===== config.mk =====
export PLATFORM = sky130hd
export DESIGN_NAME = pmx_top
export DESIGN_NICKNAME = d
export VERILOG_FILES = /design/src/design/unused_placeholder_none.sv /design/src/design/pmx_pkg.sv /design/src/design/pmx_top.sv
export SDC_FILE = /design/constraint.sdc
export NUM_CORES = 1
export LEC_CHECK = 0
export ABC_AREA = 1
export ABC_CLOCK_PERIOD_IN_PS = 16200
export CORE_MARGIN = 1
export CORE_UTILIZATION = 50
export CTS_BUF_LIST = sky130_fd_sc_hd__clkbuf_8 sky130_fd_sc_hd__clkbuf_16
export CTS_CLUSTER_SIZE = 24
export DETAILED_ROUTE_END_ITERATION = 8
export DONT_BUFFER_PORTS = 1
export SYNTH_ARGS = -nofsm -noshare
export SYNTH_HDL_FRONTEND = slang
export SYNTH_SLANG_ARGS = --single-unit

===== constraint.sdc =====
create_clock -name sys_clk -period 16.2 [get_ports sys_clk]
set_clock_uncertainty 0.2 [all_clocks]
set_input_delay 1.62 -clock sys_clk [delete_from_list [all_inputs] [get_ports sys_clk]]
set_output_delay 1.62 -clock sys_clk [all_outputs]
set_load 0.02 [all_outputs]

===== src/design/unused_placeholder_none.sv =====
/*
  Intentionally empty companion: no further logic; all logic is in pmx_top.
  Assumes nothing.
*/


===== src/design/pmx_pkg.sv =====
/*
  Package of the port pin function multiplexer: register offsets,
  write masks, reset values, function codes and the APB request carrier.
  Assumes a 32-bit APB slave with one aligned word per register.
*/
package pmx_pkg;
  // Register byte offsets
  localparam logic [7:0] OFF_A_DIR   = 8'h00;
  localparam logic [7:0] OFF_A_FN1   = 8'h04;
  localparam logic [7:0] OFF_A_FN2   = 8'h08;
  localparam logic [7:0] OFF_D_DIR   = 8'h0c;
  localparam logic [7:0] OFF_D_FN    = 8'h10;
  localparam logic [7:0] OFF_E_DIR   = 8'h14;
  localparam logic [7:0] OFF_E_FN_LO = 8'h18;
  localparam logic [7:0] OFF_E_FN_HI = 8'h1c;
  // Writable bits; reserved positions are dropped on write
  localparam logic [15:0] A_DIR_MASK = 16'h03ff;
  localparam logic [15:0] A_FN1_MASK = 16'h0005;
  localparam logic [15:0] A_FN2_MASK = 16'h5555;
  localparam logic [15:0] A_DIR_RST  = 16'h0000;
  localparam logic [15:0] A_FN_RST   = 16'h0000;
  // Port E function fields, two bits per pin, pins 0..24
  localparam logic [49:0] E_FN_RST   = 50'h0_0000_0000_0040;
  localparam logic [49:0] E_FN_HOST  = 50'h1_5555_5555_5555;
  localparam int unsigned E_BOOT_PIN = 3;
  // Cycles after reset release until the strap has crossed the synchroniser
  localparam logic [1:0] BOOT_WAIT   = 2'h2;
  localparam logic [1:0] BOOT_DONE   = 2'h3;
  // Per-pin function codes
  typedef enum logic [1:0] {
    FN_GPIO = 2'h0,
    FN_ALT2 = 2'h1,
    FN_ALT3 = 2'h2
  } pmx_fn_e;
  // APB request signals from the master
  typedef struct packed {
    logic        psel;
    logic        penable;
    logic        pwrite;
    logic [7:0]  paddr;
    logic [31:0] pwdata;
  } pmx_apb_s;
endpackage


===== src/design/pmx_top.sv =====
/*
  Pin function multiplexer for general ports A (pins 16..25), D and E,
  with its APB register file. Pads are split into in/out/enable; the pad
  ring resolves the wire. Peripheral units sit on sys_clk.
*/
`timescale 1ns/10ps
`default_nettype none
module pmx_top (
  // Clock and reset
  input  wire logic             sys_clk,
  input  wire logic             sys_rst,
  // APB slave
  input  wire pmx_pkg::pmx_apb_s apb_i,
  output logic [31:0]           prdata,
  output logic                  pready,
  output logic                  pslverr,
  // Port A pads and users
  input  wire logic [9:0]       pa_in,
  output logic [9:0]            pa_out,
  output logic [9:0]            pa_oe,
  input  wire logic [9:0]       pa_gpio_o,
  output logic [9:0]            pa_gpio_i,
  input  wire logic [9:0]       bus_addr_line,
  // Port D pads and users
  input  wire logic [7:0]       pd_in,
  output logic [7:0]            pd_out,
  output logic [7:0]            pd_oe,
  input  wire logic [7:0]       pd_gpio_o,
  output logic [7:0]            pd_gpio_i,
  output logic [7:0]            ext_int_req,
  // Port E pads and users
  input  wire logic [24:0]      pe_in,
  output logic [24:0]           pe_out,
  output logic [24:0]           pe_oe,
  input  wire logic [24:0]      pe_gpio_o,
  output logic [24:0]           pe_gpio_i,
  // Host port unit
  input  wire logic             host_ready_out,
  input  wire logic             host_transfer_req_out,
  input  wire logic             host_irq_out,
  input  wire logic             host_ctl_oe,
  input  wire logic [15:0]      host_data_o,
  input  wire logic             host_data_oe,
  output logic [15:0]           host_data_i,
  output logic                  host_buffer_enable_in,
  output logic                  host_boot_select_in,
  output logic                  host_read_strobe_in,
  output logic                  host_write_strobe_in,
  output logic                  host_reg_select_in,
  output logic                  host_chip_select_in,
  // Serial units, index 0..2
  input  wire logic [2:0]       serial_tx,
  input  wire logic [2:0]       serial_clk_o,
  input  wire logic [2:0]       serial_clk_oe,
  input  wire logic [1:0]       serial_req_send,
  output logic [2:0]            serial_rx,
  output logic [2:0]            serial_clk_i,
  output logic [1:0]            serial_clear_send
);
  logic [15:0] pa_dir_q, pa_fn1_q, pa_fn2_q, pd_fn_q;
  logic [7:0]  pd_dir_q, addr;
  logic [24:0] pe_dir_q;
  logic [49:0] pe_fn_q;
  logic [42:0] pad_meta_q, pad_sync_q;
  logic [9:0]  a_s;
  logic [7:0]  d_s;
  logic [24:0] e_s;
  logic [1:0]  boot_cnt_q;
  logic        boot_load, acc, wr_en;
  logic [31:0] wd;

  // Pin drive: general port uses its direction bit, alternates their own enable
  // direction or selected function
  function automatic logic [1:0] drive(input logic [1:0] fn, input logic go, gdir,
                                       a2o, a2oe, a3o, a3oe);
    unique case (fn)
      pmx_pkg::FN_ALT2: drive = {a2oe, a2o};
      pmx_pkg::FN_ALT3: drive = {a3oe, a3o};
      default:          drive = {gdir, go};
    endcase
  endfunction

  // Pad inputs cross two flops before any logic looks at them
  always_ff @(posedge sys_clk or posedge sys_rst) begin
    if (sys_rst) begin
      {pad_meta_q, pad_sync_q} <= '0;
    end else begin
      pad_meta_q <= {pe_in, pd_in, pa_in};
      pad_sync_q <= pad_meta_q;
    end
  end
  assign a_s = pad_sync_q[9:0];
  assign d_s = pad_sync_q[17:10];
  assign e_s = pad_sync_q[42:18];
  assign pa_gpio_i = a_s;
  assign pd_gpio_i = d_s;
  assign pe_gpio_i = e_s;

  // APB: pready is registered, so every access phase lasts two cycles
  assign addr  = apb_i.paddr;
  assign wd    = apb_i.pwdata;
  assign acc   = apb_i.psel & apb_i.penable;
  assign wr_en = acc & pready & apb_i.pwrite;

  // Read decode; unmapped offsets read zero
  function automatic logic [32:0] rd_word(input logic [7:0] a);
    rd_word = '0;
    unique case (a)
      pmx_pkg::OFF_A_DIR:   rd_word = {17'h00000, pa_dir_q};
      pmx_pkg::OFF_A_FN1:   rd_word = {17'h00000, pa_fn1_q};
      pmx_pkg::OFF_A_FN2:   rd_word = {17'h00000, pa_fn2_q};
      pmx_pkg::OFF_D_DIR:   rd_word = {25'h0000000, pd_dir_q};
      pmx_pkg::OFF_D_FN:    rd_word = {17'h00000, pd_fn_q};
      pmx_pkg::OFF_E_DIR:   rd_word = {8'h00, pe_dir_q};
      pmx_pkg::OFF_E_FN_LO: rd_word = {1'b0, pe_fn_q[31:0]};
      pmx_pkg::OFF_E_FN_HI: rd_word = {15'h0000, pe_fn_q[49:32]};
      default:              rd_word = {1'b1, 32'h00000000};
    endcase
  endfunction

  // Bus answer, one wait state
  always_ff @(posedge sys_clk or posedge sys_rst) begin
    if (sys_rst) begin
      {pready, prdata, pslverr} <= '0;
    end else begin
      pready <= acc & ~pready;
      if (acc & ~pready) begin
        {pslverr, prdata} <= rd_word(addr);
      end
    end
  end

  // Ports A and D configuration registers
  always_ff @(posedge sys_clk or posedge sys_rst) begin
    if (sys_rst) begin
      pa_dir_q <= pmx_pkg::A_DIR_RST;
      pa_fn1_q <= pmx_pkg::A_FN_RST;
      pa_fn2_q <= pmx_pkg::A_FN_RST;
      {pd_dir_q, pd_fn_q} <= '0;
    end else if (wr_en) begin
      unique case (addr)
        pmx_pkg::OFF_A_DIR: pa_dir_q <= wd[15:0] & pmx_pkg::A_DIR_MASK;
        pmx_pkg::OFF_A_FN1: pa_fn1_q <= wd[15:0] & pmx_pkg::A_FN1_MASK;
        pmx_pkg::OFF_A_FN2: pa_fn2_q <= wd[15:0] & pmx_pkg::A_FN2_MASK;
        pmx_pkg::OFF_D_DIR: pd_dir_q <= wd[7:0];
        pmx_pkg::OFF_D_FN:  pd_fn_q  <= wd[15:0];
        default: ;
      endcase
    end
  end

  // Boot strap sampled once it has crossed the synchroniser
  always_ff @(posedge sys_clk or posedge sys_rst) begin
    if (sys_rst) begin
      boot_cnt_q <= '0;
    end else if (boot_cnt_q != pmx_pkg::BOOT_DONE) begin
      boot_cnt_q <= boot_cnt_q + 2'h1;
    end
  end
  assign boot_load = (boot_cnt_q == pmx_pkg::BOOT_WAIT);

  // Port E registers; the boot load wins over a bus write
  always_ff @(posedge sys_clk or posedge sys_rst) begin
    if (sys_rst) begin
      // boot select pin starts in host role
      pe_fn_q  <= pmx_pkg::E_FN_RST;
      pe_dir_q <= '0;
    end else if (boot_load) begin
      if (e_s[pmx_pkg::E_BOOT_PIN]) begin
        pe_fn_q <= pmx_pkg::E_FN_HOST;
      end
    end else if (wr_en) begin
      unique case (addr)
        pmx_pkg::OFF_E_DIR:   pe_dir_q <= wd[24:0];
        pmx_pkg::OFF_E_FN_LO: pe_fn_q[31:0] <= wd;
        pmx_pkg::OFF_E_FN_HI: pe_fn_q[49:32] <= wd[17:0];
        default: ;
      endcase
    end
  end

  // Pin drive vectors, registered below so a select change is glitch free
  logic [9:0]  a_o, a_oe;
  logic [7:0]  d_o, d_oe, d3o, d3oe;
  logic [24:0] e_o, e_oe, e2o, e2oe, e3o, e3oe;
  logic [9:0]  a_sel;

  assign d3o  = {serial_clk_o[2], 1'b0, serial_tx[2],
                 serial_clk_o[1], 1'b0, serial_tx[1], 2'b00};
  assign d3oe = {serial_clk_oe[2], 1'b0, 1'b1, serial_clk_oe[1], 1'b0, 1'b1, 2'b00};
  // host control outputs; host data bits
  assign e2o  = {host_data_o, 4'h0, host_irq_out, 1'b0,
                 host_transfer_req_out, host_ready_out, 1'b0};
  assign e2oe = {{16{host_data_oe}}, 4'h0, host_ctl_oe, 1'b0, {2{host_ctl_oe}}, 1'b0};
  assign e3o  = {1'b0, serial_req_send[1], 1'b0, serial_req_send[0], serial_clk_o[1],
                 1'b0, serial_tx[1], serial_clk_o[0], 1'b0, serial_tx[0], 15'h0000};
  assign e3oe = {1'b0, 1'b1, 1'b0, 1'b1, serial_clk_oe[1], 1'b0, 1'b1,
                 serial_clk_oe[0], 1'b0, 1'b1, 15'h0000};

  genvar gi;
  generate
    for (gi = 0; gi < 10; gi++) begin : g_pa
      // pins 16..23 from even bits; pins 24 and 25
      if (gi < 8) begin : g_lo
        assign a_sel[gi] = pa_fn2_q[2*gi];
      end else begin : g_hi
        assign a_sel[gi] = pa_fn1_q[2*(gi-8)];
      end
      // direction ignored under the address function
      assign {a_oe[gi], a_o[gi]} = drive(a_sel[gi] ? pmx_pkg::FN_ALT2 : pmx_pkg::FN_GPIO,
                                         pa_gpio_o[gi], pa_dir_q[gi],
                                         bus_addr_line[gi], 1'b1, 1'b0, 1'b0);
    end
    for (gi = 0; gi < 8; gi++) begin : g_pd
      assign {d_oe[gi], d_o[gi]} = drive(pd_fn_q[2*gi+:2], pd_gpio_o[gi], pd_dir_q[gi],
                                         1'b0, 1'b0, d3o[gi], d3oe[gi]);
    end
    for (gi = 0; gi < 25; gi++) begin : g_pe
      assign {e_oe[gi], e_o[gi]} = drive(pe_fn_q[2*gi+:2], pe_gpio_o[gi], pe_dir_q[gi],
                                         e2o[gi], e2oe[gi], e3o[gi], e3oe[gi]);
    end
  endgenerate

  // pad drivers follow the registers one edge later
  always_ff @(posedge sys_clk or posedge sys_rst) begin
    if (sys_rst) begin
      {pa_out, pa_oe, pd_out, pd_oe, pe_out, pe_oe} <= '0;
    end else begin
      {pa_out, pa_oe, pd_out, pd_oe, pe_out, pe_oe} <= {a_o, a_oe, d_o, d_oe, e_o, e_oe};
    end
  end

  // Input routing; an unselected function sees zero
  logic [7:0]  d_f2, d_f3;
  logic [24:0] e_f2, e_f3;
  generate
    for (gi = 0; gi < 8; gi++) begin : g_dsel
      assign d_f2[gi] = (pd_fn_q[2*gi+:2] == pmx_pkg::FN_ALT2);
      assign d_f3[gi] = (pd_fn_q[2*gi+:2] == pmx_pkg::FN_ALT3);
    end
    for (gi = 0; gi < 25; gi++) begin : g_esel
      assign e_f2[gi] = (pe_fn_q[2*gi+:2] == pmx_pkg::FN_ALT2);
      assign e_f3[gi] = (pe_fn_q[2*gi+:2] == pmx_pkg::FN_ALT3);
    end
  endgenerate

  // Serial 1 may sit on D and E at once; the two are ORed, so pick one
  always_ff @(posedge sys_clk or posedge sys_rst) begin
    if (sys_rst) begin
      {ext_int_req, serial_rx, serial_clk_i, serial_clear_send, host_data_i,
       host_chip_select_in, host_reg_select_in, host_write_strobe_in,
       host_read_strobe_in, host_boot_select_in, host_buffer_enable_in} <= '0;
    end else begin
      ext_int_req  <= d_s & d_f2;
      serial_rx    <= {d_s[6] & d_f3[6],
                       (d_s[3] & d_f3[3]) | (e_s[19] & e_f3[19]), e_s[16] & e_f3[16]};
      serial_clk_i <= {d_s[7] & d_f3[7],
                       (d_s[4] & d_f3[4]) | (e_s[20] & e_f3[20]), e_s[17] & e_f3[17]};
      serial_clear_send <= {e_s[24] & e_f3[24], e_s[22] & e_f3[22]};
      host_data_i  <= e_s[24:9] & e_f2[24:9];
      {host_chip_select_in, host_reg_select_in, host_write_strobe_in,
       host_read_strobe_in} <= e_s[8:5] & e_f2[8:5];
      host_boot_select_in   <= e_s[3] & e_f2[3];
      host_buffer_enable_in <= e_s[0] & e_f2[0];
    end
  end
endmodule
`default_nettype wire


==> results of run 1 <==
-- power by group through the flow --
stage,Clock (mW),Combinational (mW),Sequential [mW]
floorplan,0,0.0369,0.981
global route,1.01,0.0579,0.970
finish,0.959,0.0497,0.968
detailed placement,0,0.0513,0.985
global placement,0,0.0502,0.985
CTS,0.975,0.0513,0.969
-- area by class of cell --
type                            count  share of cell area, %
Tap cell                          378                   2.98
Clock buffer                       45                   6.81
Timing Repair Buffer                7                  0.331
Inverter                          182                   4.41
Sequential cell                   365                   57.6
Clock inverter                     28                   2.07
Multi-Input combinational cell    795                   25.8
-- through the flow --
| step | cell area, sq um | utilization (%) | hold slack, ns | worst slack [ns] |
|---|---|---|---|---|
| floorplan | 14100 | - | 0.131 | 4.25 |
| global placement | 14500 | 52.0 | 0.131 | 11.72 |
| detailed placement | 14500 | 52.0 | 0.135 | 11.71 |
| CTS | 15900 | 57.1 | 0.137 | 12.26 |
| global route | 15900 | 57.1 | 0.145 | 11.82 |
| finish | 15900 | 57.1 | 0.136 | 12.34 |
-- registers in the layout, summed over array words and instances (netlist names), 25 cells and up --
signal      count
pad_meta_q     43
pad_sync_q     43
pe_dir_q       25
pe_fn_q        50
pe_oe          25
pe_out         25
prdata         32
-- layer usage --
metal  up-vias  share of wire [%]  wire length [microns]
met5         -                  0                      0
met4         0                1.9                    731
met3        55                 10                   3920
met2       437                 45                  17000
met1      4546                 42                  16000
li1       4379                  -                      -
-- kinds of logic after synthesis --
family / after synthesis / share of synthesized area [%]
AND/OR/NAND/NOR: 558 / 16.7
flip-flops: 365 / 64.7
buffers and inverters: 220 / 6.27
AO/OA/AOI/OAI: 178 / 7.16
adder cells (fa/ha/maj): 51 / 4.52
multiplexers: 7 / 0.558
XOR/XNOR: 1 / 0.0620
-- placed cells by master (no fill, tap or decap), drive strengths merged --
cell type  instances
buf                7
nor2              58
a22o               2
ha                51
or2               10
clkbuf            45
o22a               2
mux2               7
o21ai            101
nand3             98
o31ai              5
o22ai             22
bufinv             7
o211ai             2
inv              189
nor4               1
dfrtp            364
a21oi             38
nand4              1
a22oi              6
clkinv            14
dfstp              1
xnor2              1
nand2            390
-- final timing paths --
kind                          startpoint            end  slack (ns)
setup / recovery                 sys_rst      prdata[5]       12.34
hold reg to reg            pad_meta_q[4]  pad_sync_q[4]        0.14
hold / removal             pad_meta_q[4]  pad_sync_q[4]        0.14
setup reg to reg                  pready     pd_fn_q[9]       13.66
min in group asynchronous        sys_rst  pad_sync_q[1]        0.91
max in group sys_clk           apb_i[38]     pd_fn_q[9]       12.62
==> impl_metrics.xml, run 1 <==
<?xml version="1.0" encoding="UTF-8"?>
<metrics>
  <group name="run_status">
    <metric name="run_status" unit="">finished, final reports clean</metric>
  </group>
  <group name="worst_setup_path">
    <metric name="classification_of_the_worst_setup_path" unit="">primary input to asynchronous set/reset pin</metric>
    <metric name="critPathBufInv" unit="">3</metric>
    <metric name="critical_path_depth" unit="">3</metric>
    <metric name="cpMostUsedCell" unit="">buf_4</metric>
    <metric name="cp.required" unit="ns">16.50</metric>
    <metric name="worst-path-max-fanout" unit="">145</metric>
    <metric name="critical_path.cell_chain" unit="">inv_8 -&gt; buf_4 -&gt; buf_4</metric>
    <metric name="worst_path_largest_cell_delay" unit="ns">0.85</metric>
    <metric name="crit_path_start_kind" unit="">primary input</metric>
    <metric name="critPathArrivalTime" unit="ns">4.15</metric>
    <metric name="cpLargestDelayFamily" unit="">buffers and inverters</metric>
    <metric name="setup.worst_path.end_class" unit="">asynchronous set/reset pin</metric>
    <metric name="worst_r2r_path_depth" unit="">3</metric>
    <metric name="critical-path-slowest-cell" unit="">buf_4</metric>
  </group>
  <group name="sta">
    <metric name="worst_slew_pin_slew" unit="ns">1.26</metric>
    <metric name="totalNegativeSetupSlack" unit="ns">0</metric>
    <metric name="final.min_clock_period" unit="ns">3.86</metric>
    <metric name="worst_slew_margin_rel" unit="%">15.7</metric>
    <metric name="final-setup-viol-count" unit="">0</metric>
    <metric name="hold_violations" unit="">0</metric>
    <metric name="maxSlewViolCount" unit="">0</metric>
    <metric name="fin_crit_sh" unit="%">23.8</metric>
    <metric name="rsz0062_at_grt" unit="">no</metric>
    <metric name="achievable-frequency" unit="MHz">259</metric>
  </group>
  <group name="synthesis">
    <metric name="post_synth_num_cell_types" unit="">36</metric>
    <metric name="synth_cell_count_leaders" unit="">381 x nand2_1, 364 x dfrtp_1, 177 x inv_1</metric>
    <metric name="synth-warning-count" unit="">0</metric>
    <metric name="synth_area_leader_cell" unit="">dfrtp_1</metric>
    <metric name="synth_top_cell_area_share" unit="%">64.5</metric>
    <metric name="synth_instances" unit="">1380</metric>
    <metric name="synthArstFlopShare" unit="%">100</metric>
    <metric name="syn-num-nets" unit="">1604</metric>
    <metric name="syn_area" unit="sq mm">0.0141</metric>
    <metric name="synth-edff-count" unit="">0</metric>
    <metric name="synth.avg_cell_area" unit="sq um">10.2</metric>
    <metric name="register_area_share_after_synthesis" unit="%">64.7</metric>
    <metric name="synth_top_flop_cell" unit="">dfrtp_1</metric>
    <metric name="most_numerous_cell_in_the_yosys_netlist" unit="">nand2_1</metric>
    <metric name="post_synth_main_area_contributors" unit="">dfrtp_1 65%, nand2_1 10%, inv_1 4.7%</metric>
    <metric name="synth.ff_latch_count" unit="">365</metric>
  </group>
  <group name="cts">
    <metric name="clock_tree_from_tritoncts" unit="">done</metric>
    <metric name="clock-root-buffer" unit="">clkbuf_16</metric>
    <metric name="clk_pin_slew_worst_paths" unit="ns">0.06</metric>
    <metric name="post_cts.resized_instances" unit="">0</metric>
    <metric name="cts_made_buffers" unit="">40</metric>
    <metric name="ctsHtreeMaxLevel" unit="">2</metric>
    <metric name="cts_hold_repair.buffers" unit="">0</metric>
    <metric name="clk_path_buf_depth" unit="">3</metric>
    <metric name="cts_setup_buffers" unit="">0</metric>
    <metric name="clock_sink_count" unit="">365</metric>
    <metric name="worst_skew_pair.late_latency" unit="ns">0.53</metric>
  </group>
  <group name="grt">
    <metric name="grt_antenna_before_repair" unit="">0</metric>
    <metric name="pin_count_of_the_biggest_net_entering_global_routing" unit="">146</metric>
    <metric name="use_met3" unit="%">8.84</metric>
    <metric name="busiest_layer" unit="">met2</metric>
    <metric name="globalRoute.totalOverflow" unit="">0</metric>
    <metric name="track_usage" unit="%">26.6</metric>
    <metric name="grtUsageMet2" unit="%">41.2</metric>
    <metric name="number_of_global_route_vias_before_repair" unit="">9428</metric>
    <metric name="grt_use_met1" unit="%">36.3</metric>
    <metric name="wire_length_of_the_first_global_routing_pass" unit="mm">57.1</metric>
  </group>
  <group name="placed_design">
    <metric name="dp.final_hpwl" unit="mm">26.9</metric>
    <metric name="place.gp.congestion" unit="">0.842</metric>
    <metric name="post-place-cells" unit="">1727</metric>
    <metric name="io_buffers" unit="">0</metric>
  </group>
  <group name="pwr">
    <metric name="power_density" unit="mW/mm^2">125</metric>
    <metric name="switching_share" unit="%">22.2</metric>
    <metric name="power.clock.fraction" unit="%">48.5</metric>
    <metric name="comb_power_share" unit="%">2.5</metric>
    <metric name="p_switching" unit="uW">439</metric>
    <metric name="power" unit="mW">1.98</metric>
    <metric name="p_seq_share" unit="%">49.0</metric>
    <metric name="vdd_ir_drop_max" unit="uV">103</metric>
    <metric name="power_leakage" unit="nW">8.31</metric>
    <metric name="p_int" unit="mW">1.54</metric>
  </group>
  <group name="detailed_routing">
    <metric name="vias" unit="">9417</metric>
    <metric name="ant_nets_after_route" unit="">0</metric>
    <metric name="first_iter_violations" unit="">796</metric>
    <metric name="avgViaCountPerCell" unit="">5.23</metric>
    <metric name="drt_first_pass_iters" unit="">5</metric>
    <metric name="drt_wl_total" unit="mm">37.7</metric>
    <metric name="drt_drc_violations_left" unit="">0</metric>
    <metric name="avgRoutedWirePerCell" unit="microns">20.9</metric>
  </group>
  <group name="layout">
    <metric name="multi_input_comb_area" unit="sq mm">0.00410</metric>
    <metric name="antenna_cells_inserted" unit="">0</metric>
    <metric name="layout.area.seq" unit="sq mm">0.00914</metric>
    <metric name="filler_cell_count" unit="">2424</metric>
    <metric name="layout-area-overhead-vs-synth" unit="%">12.4</metric>
    <metric name="num-nets-final" unit="">1615</metric>
    <metric name="post_route_cells_drive_above_1_share" unit="%">9.14</metric>
    <metric name="post_layout_nonfiller_instances" unit="">1800</metric>
  </group>
  <group name="floorplanning">
    <metric name="ios" unit="">374</metric>
    <metric name="die_area" unit="sq mm">0.0289</metric>
    <metric name="initial_utilization" unit="%">50.8</metric>
    <metric name="count_of_standard_cell_rows" unit="">61</metric>
    <metric name="die_width" unit="microns">170</metric>
    <metric name="core_area" unit="sq mm">0.0278</metric>
    <metric name="die_y" unit="microns">170</metric>
  </group>
  <group name="flow_run">
    <metric name="drv.max_cap_violation_count" unit="">0</metric>
  </group>
  <group name="min_path">
    <metric name="whs_path_depth" unit="">0</metric>
    <metric name="timing.hold.worst.class" unit="">flop to flop</metric>
  </group>
</metrics>
Power figures use the tool's default switching activity.
==> run 2, diff against run 1 <==
--- a/config.mk
+++ b/config.mk
@@ -5,14 +5,15 @@
 export SDC_FILE = /design/constraint.sdc
 export NUM_CORES = 1
 export LEC_CHECK = 0
-export ABC_AREA = 1
-export ABC_CLOCK_PERIOD_IN_PS = 16200
+export ABC_AREA = 0
+export ABC_CLOCK_PERIOD_IN_PS = 3100
 export CORE_MARGIN = 1
 export CORE_UTILIZATION = 50
 export CTS_BUF_LIST = sky130_fd_sc_hd__clkbuf_8 sky130_fd_sc_hd__clkbuf_16
 export CTS_CLUSTER_SIZE = 24
 export DETAILED_ROUTE_END_ITERATION = 8
 export DONT_BUFFER_PORTS = 1
+export PLACE_DENSITY = 0.68
 export SYNTH_ARGS = -nofsm -noshare
 export SYNTH_HDL_FRONTEND = slang
 export SYNTH_SLANG_ARGS = --single-unit
==> constraint.sdc (replaced) <==
create_clock -name sys_clk -period 3.1 [get_ports sys_clk]
set_clock_uncertainty 0.2 [all_clocks]
set_input_delay 0.31 -clock sys_clk [delete_from_list [all_inputs] [get_ports sys_clk]]
set_output_delay 0.31 -clock sys_clk [all_outputs]
set_load 0.02 [all_outputs]
==> run 2 against run 1 <==
Effect of this change: clock-buffer cell count is 4 higher; synthesized cell count is 20% lower; sequential share of layout area is 5.5 points lower; die area is 1.3% lower.
==> impl_metrics.xml, run 2 <==
<?xml version="1.0" encoding="UTF-8"?>
<metrics>
  <group name="synthesis">
    <metric name="register_area_share_after_synthesis" unit="%">65.5</metric>
    <metric name="post_synth_num_cell_types" unit="">48</metric>
    <metric name="post_synth_main_area_contributors" unit="">dfrtp_1 65%, mux2_2 5.6%, nand2_1 4.8%</metric>
    <metric name="syn-num-nets" unit="">1328</metric>
    <metric name="synth_area_leader_cell" unit="">dfrtp_1</metric>
    <metric name="synth_cell_count_leaders" unit="">364 x dfrtp_1, 178 x nand2_1, 102 x o21ai_0</metric>
    <metric name="synth_top_cell_area_share" unit="%">65.3</metric>
    <metric name="synth.ff_latch_count" unit="">365</metric>
    <metric name="synth_top_flop_cell" unit="">dfrtp_1</metric>
    <metric name="synth-edff-count" unit="">0</metric>
    <metric name="synth_instances" unit="">1104</metric>
    <metric name="synth.avg_cell_area" unit="sq um">12.6</metric>
    <metric name="synth-warning-count" unit="">0</metric>
    <metric name="syn_area" unit="sq mm">0.0139</metric>
    <metric name="most_numerous_cell_in_the_yosys_netlist" unit="">dfrtp_1</metric>
    <metric name="synthArstFlopShare" unit="%">100</metric>
  </group>
  <group name="pwr">
    <metric name="power.clock.fraction" unit="%">45.3</metric>
    <metric name="p_seq_share" unit="%">49.3</metric>
    <metric name="p_switching" unit="mW">2.34</metric>
    <metric name="comb_power_share" unit="%">5.4</metric>
    <metric name="vdd_ir_drop_max" unit="uV">446</metric>
    <metric name="switching_share" unit="%">22.6</metric>
    <metric name="power_density" unit="mW/mm^2">589</metric>
    <metric name="p_int" unit="mW">8.00</metric>
    <metric name="power_leakage" unit="nW">8.19</metric>
  </group>
  <group name="layout">
    <metric name="finalInstanceArea" unit="sq mm">0.0176</metric>
    <metric name="number_of_flip_flops_in_the_largest_register" unit="">50</metric>
    <metric name="final_core_utilization" unit="%">64.6</metric>
    <metric name="registers.top_by_ff_count" unit="">pe_fn_q</metric>
    <metric name="num-nets-final" unit="">1529</metric>
    <metric name="layout_commonest_cell" unit="">dfrtp_1</metric>
    <metric name="commonest_non_fill_non_tap_cells_in_the_layout" unit="">364 x dfrtp_1, 178 x nand2_1, 173 x dlygate4sd3_1</metric>
    <metric name="layout-area-overhead-vs-synth" unit="%">25.9</metric>
    <metric name="reg.largest.list" unit="">pe_fn_q x50, pad_meta_q x43, pad_sync_q x43</metric>
    <metric name="filler_cell_count" unit="">2019</metric>
    <metric name="post_route_cells_drive_above_1_share" unit="%">14.7</metric>
  </group>
  <group name="worst_setup_path">
    <metric name="critical-path-slowest-cell" unit="">dlygate4sd3_1</metric>
    <metric name="classification_of_the_worst_setup_path" unit="">flop to flop</metric>
    <metric name="crit_path_start_kind" unit="">flop</metric>
    <metric name="critPathArrivalTime" unit="ns">3.18</metric>
    <metric name="cpMostUsedCell" unit="">nand3_1</metric>
    <metric name="setup.worst_path.end_class" unit="">flop</metric>
    <metric name="critical_path.cell_chain" unit="">nand3b_1 -&gt; buf_4 -&gt; clkinv_1 -&gt; nand3_1 -&gt; or3_1 -&gt; dlygate4sd3_1 -&gt; nand3_1</metric>
    <metric name="worst-path-max-fanout" unit="">40</metric>
    <metric name="cp.required" unit="ns">3.31</metric>
    <metric name="worst_path_largest_cell_delay" unit="ns">0.54</metric>
  </group>
  <group name="sta">
    <metric name="achievable-frequency" unit="MHz">336</metric>
    <metric name="worst_slew_pin_slew" unit="ns">1.14</metric>
    <metric name="rsz0062_at_grt" unit="">no</metric>
    <metric name="hold_slack" unit="ns">0.0220</metric>
    <metric name="worst_slew_margin_rel" unit="%">23.2</metric>
    <metric name="totalNegativeSetupSlack" unit="ns">0</metric>
    <metric name="fin_crit_sh" unit="%">95.9</metric>
    <metric name="final-setup-viol-count" unit="">0</metric>
    <metric name="maxSlewViolCount" unit="">0</metric>
    <metric name="layout_setup_ws" unit="ns">0.126</metric>
    <metric name="final.min_clock_period" unit="ns">2.97</metric>
    <metric name="hold_violations" unit="">0</metric>
  </group>
  <group name="floorplanning">
    <metric name="die_y" unit="microns">169</metric>
    <metric name="initial_utilization" unit="%">51.3</metric>
    <metric name="count_of_standard_cell_rows" unit="">60</metric>
    <metric name="core_area" unit="sq mm">0.0272</metric>
    <metric name="die_area" unit="sq mm">0.0286</metric>
    <metric name="die_width" unit="microns">169</metric>
    <metric name="ios" unit="">374</metric>
  </group>
  <group name="detailed_routing">
    <metric name="drt_wl_total" unit="mm">39.3</metric>
    <metric name="avgViaCountPerCell" unit="">5.51</metric>
    <metric name="vias" unit="">9425</metric>
    <metric name="first_iter_violations" unit="">604</metric>
    <metric name="avgRoutedWirePerCell" unit="microns">23.0</metric>
    <metric name="ant_nets_after_route" unit="">0</metric>
    <metric name="drt_first_pass_iters" unit="">6</metric>
    <metric name="drt_drc_violations_left" unit="">0</metric>
  </group>
  <group name="run_status">
    <metric name="run_status" unit="">finished, final reports clean</metric>
  </group>
  <group name="grt">
    <metric name="wire_length_of_the_first_global_routing_pass" unit="mm">59.4</metric>
    <metric name="grt_antenna_before_repair" unit="">4</metric>
    <metric name="track_usage" unit="%">27.9</metric>
    <metric name="number_of_global_route_vias_before_repair" unit="">9848</metric>
    <metric name="globalRoute.totalOverflow" unit="">0</metric>
    <metric name="pin_count_of_the_biggest_net_entering_global_routing" unit="">86</metric>
  </group>
  <group name="cts">
    <metric name="clock_sink_count" unit="">365</metric>
    <metric name="cts_setup_buffers" unit="">0</metric>
    <metric name="cts_made_buffers" unit="">38</metric>
    <metric name="worst_skew_pair.late_latency" unit="ns">0.52</metric>
    <metric name="clock-root-buffer" unit="">clkbuf_16</metric>
    <metric name="ctsHtreeMaxLevel" unit="">2</metric>
    <metric name="clk_pin_slew_worst_paths" unit="ns">0.06</metric>
    <metric name="clock_tree_from_tritoncts" unit="">done</metric>
    <metric name="clk_path_buf_depth" unit="">3</metric>
  </group>
  <group name="placed_design">
    <metric name="preCtsSetupSlack" unit="ns">0.582</metric>
    <metric name="dp.final_hpwl" unit="mm">26.0</metric>
    <metric name="place.gp.congestion" unit="">0.814</metric>
    <metric name="post_dp_cell_area" unit="sq mm">0.0145</metric>
    <metric name="io_buffers" unit="">0</metric>
  </group>
  <group name="flow_run">
    <metric name="drv.max_cap_violation_count" unit="">0</metric>
  </group>
  <group name="min_path">
    <metric name="timing.hold.worst.class" unit="">primary input to flop</metric>
  </group>
</metrics>
## run 2: final cells by class
class | instances | area [sq um] | area share (%)
flip-flops and latches | 365 | 9140 | 52.0
clock inverters | 21 | 176 | 1.00
diodes | 3 | 7.51 | 0.0428
well taps | 372 | 465 | 2.65
multi-input cells | 644 | 4430 | 25.2
clock buffers | 49 | 1140 | 6.47
repair buffers | 203 | 2010 | 11.4
inverters | 53 | 203 | 1.15
## run 2: path summary, 6_finish.rpt
check,cells past startpoint,end,startpoint,slack [ns]
min in group asynchronous,2,pad_sync_q[20],sys_rst,0.23
max reg2reg,7,prdata[8],pready,0.13
min reg2reg,0,pad_sync_q[10],pad_meta_q[10],0.14
min,3,prdata[12],apb_i[34],0.02
max in group asynchronous,3,pe_oe[0],sys_rst,1.55
max,7,prdata[8],pready,0.13
## run 2: kinds of logic after synthesis
logic type / synth area share [%]
and+or+nand+nor: 10.9
xor gates and xnor gates: 0.0628
buffers and inverters: 2.77
muxes: 8.07
AOI/OAI and AO/OA: 8.09
DFF: 65.5
adders and majority gates: 4.58
## run 2: worst max-delay path, delay by kind of cell, from the launching register on
| family | cells | cell delay, ns |
|---|---|---|
| flip-flops | 1 | 0.47 |
| AND/OR/NAND/NOR | 4 | 0.69 |
| buffers and inverters | 3 | 1.47 |
## run 2: metrics by stage
| stage | std cells | power (mW) |
|---|---|---|
| CTS | 1706 | 10.4 |
| detailed placement | 1464 | 5.52 |
| global route | 1709 | 10.7 |
| floorplan | 1104 | 5.41 |
| global placement | 1464 | 5.51 |
| finish | 1710 | 10.3 |
## run 2: metal layers
layer  GRT usage [%]  vias to the layer above  part of all wire [%]
li1                -                     4161                     -
met1            35.5                     4716                    39
met2            44.6                      448                    47
met3            8.56                       98                   9.1
met4            11.8                        2                   4.0
met5               0                        -                 0.033
## run 2: power groups by stage
| stage | logic [mW] | clock network, mW | registers, mW |
|---|---|---|---|
| 2_1_floorplan | 0.253 | 0 | 5.16 |
| 3_3_place_gp | 0.323 | 0 | 5.18 |
| 3_5_place_dp | 0.331 | 0 | 5.19 |
| 4_1_cts | 0.553 | 4.74 | 5.10 |
| 5_1_grt | 0.614 | 4.97 | 5.11 |
| 6_report | 0.557 | 4.68 | 5.10 |
## run 2: repair_timing
item                       in CTS  in global routing
hold buffers                  172                  1
setup endpoints to repair       0                  0
hold endpoints to repair      265                  1
resized for setup               0                  0
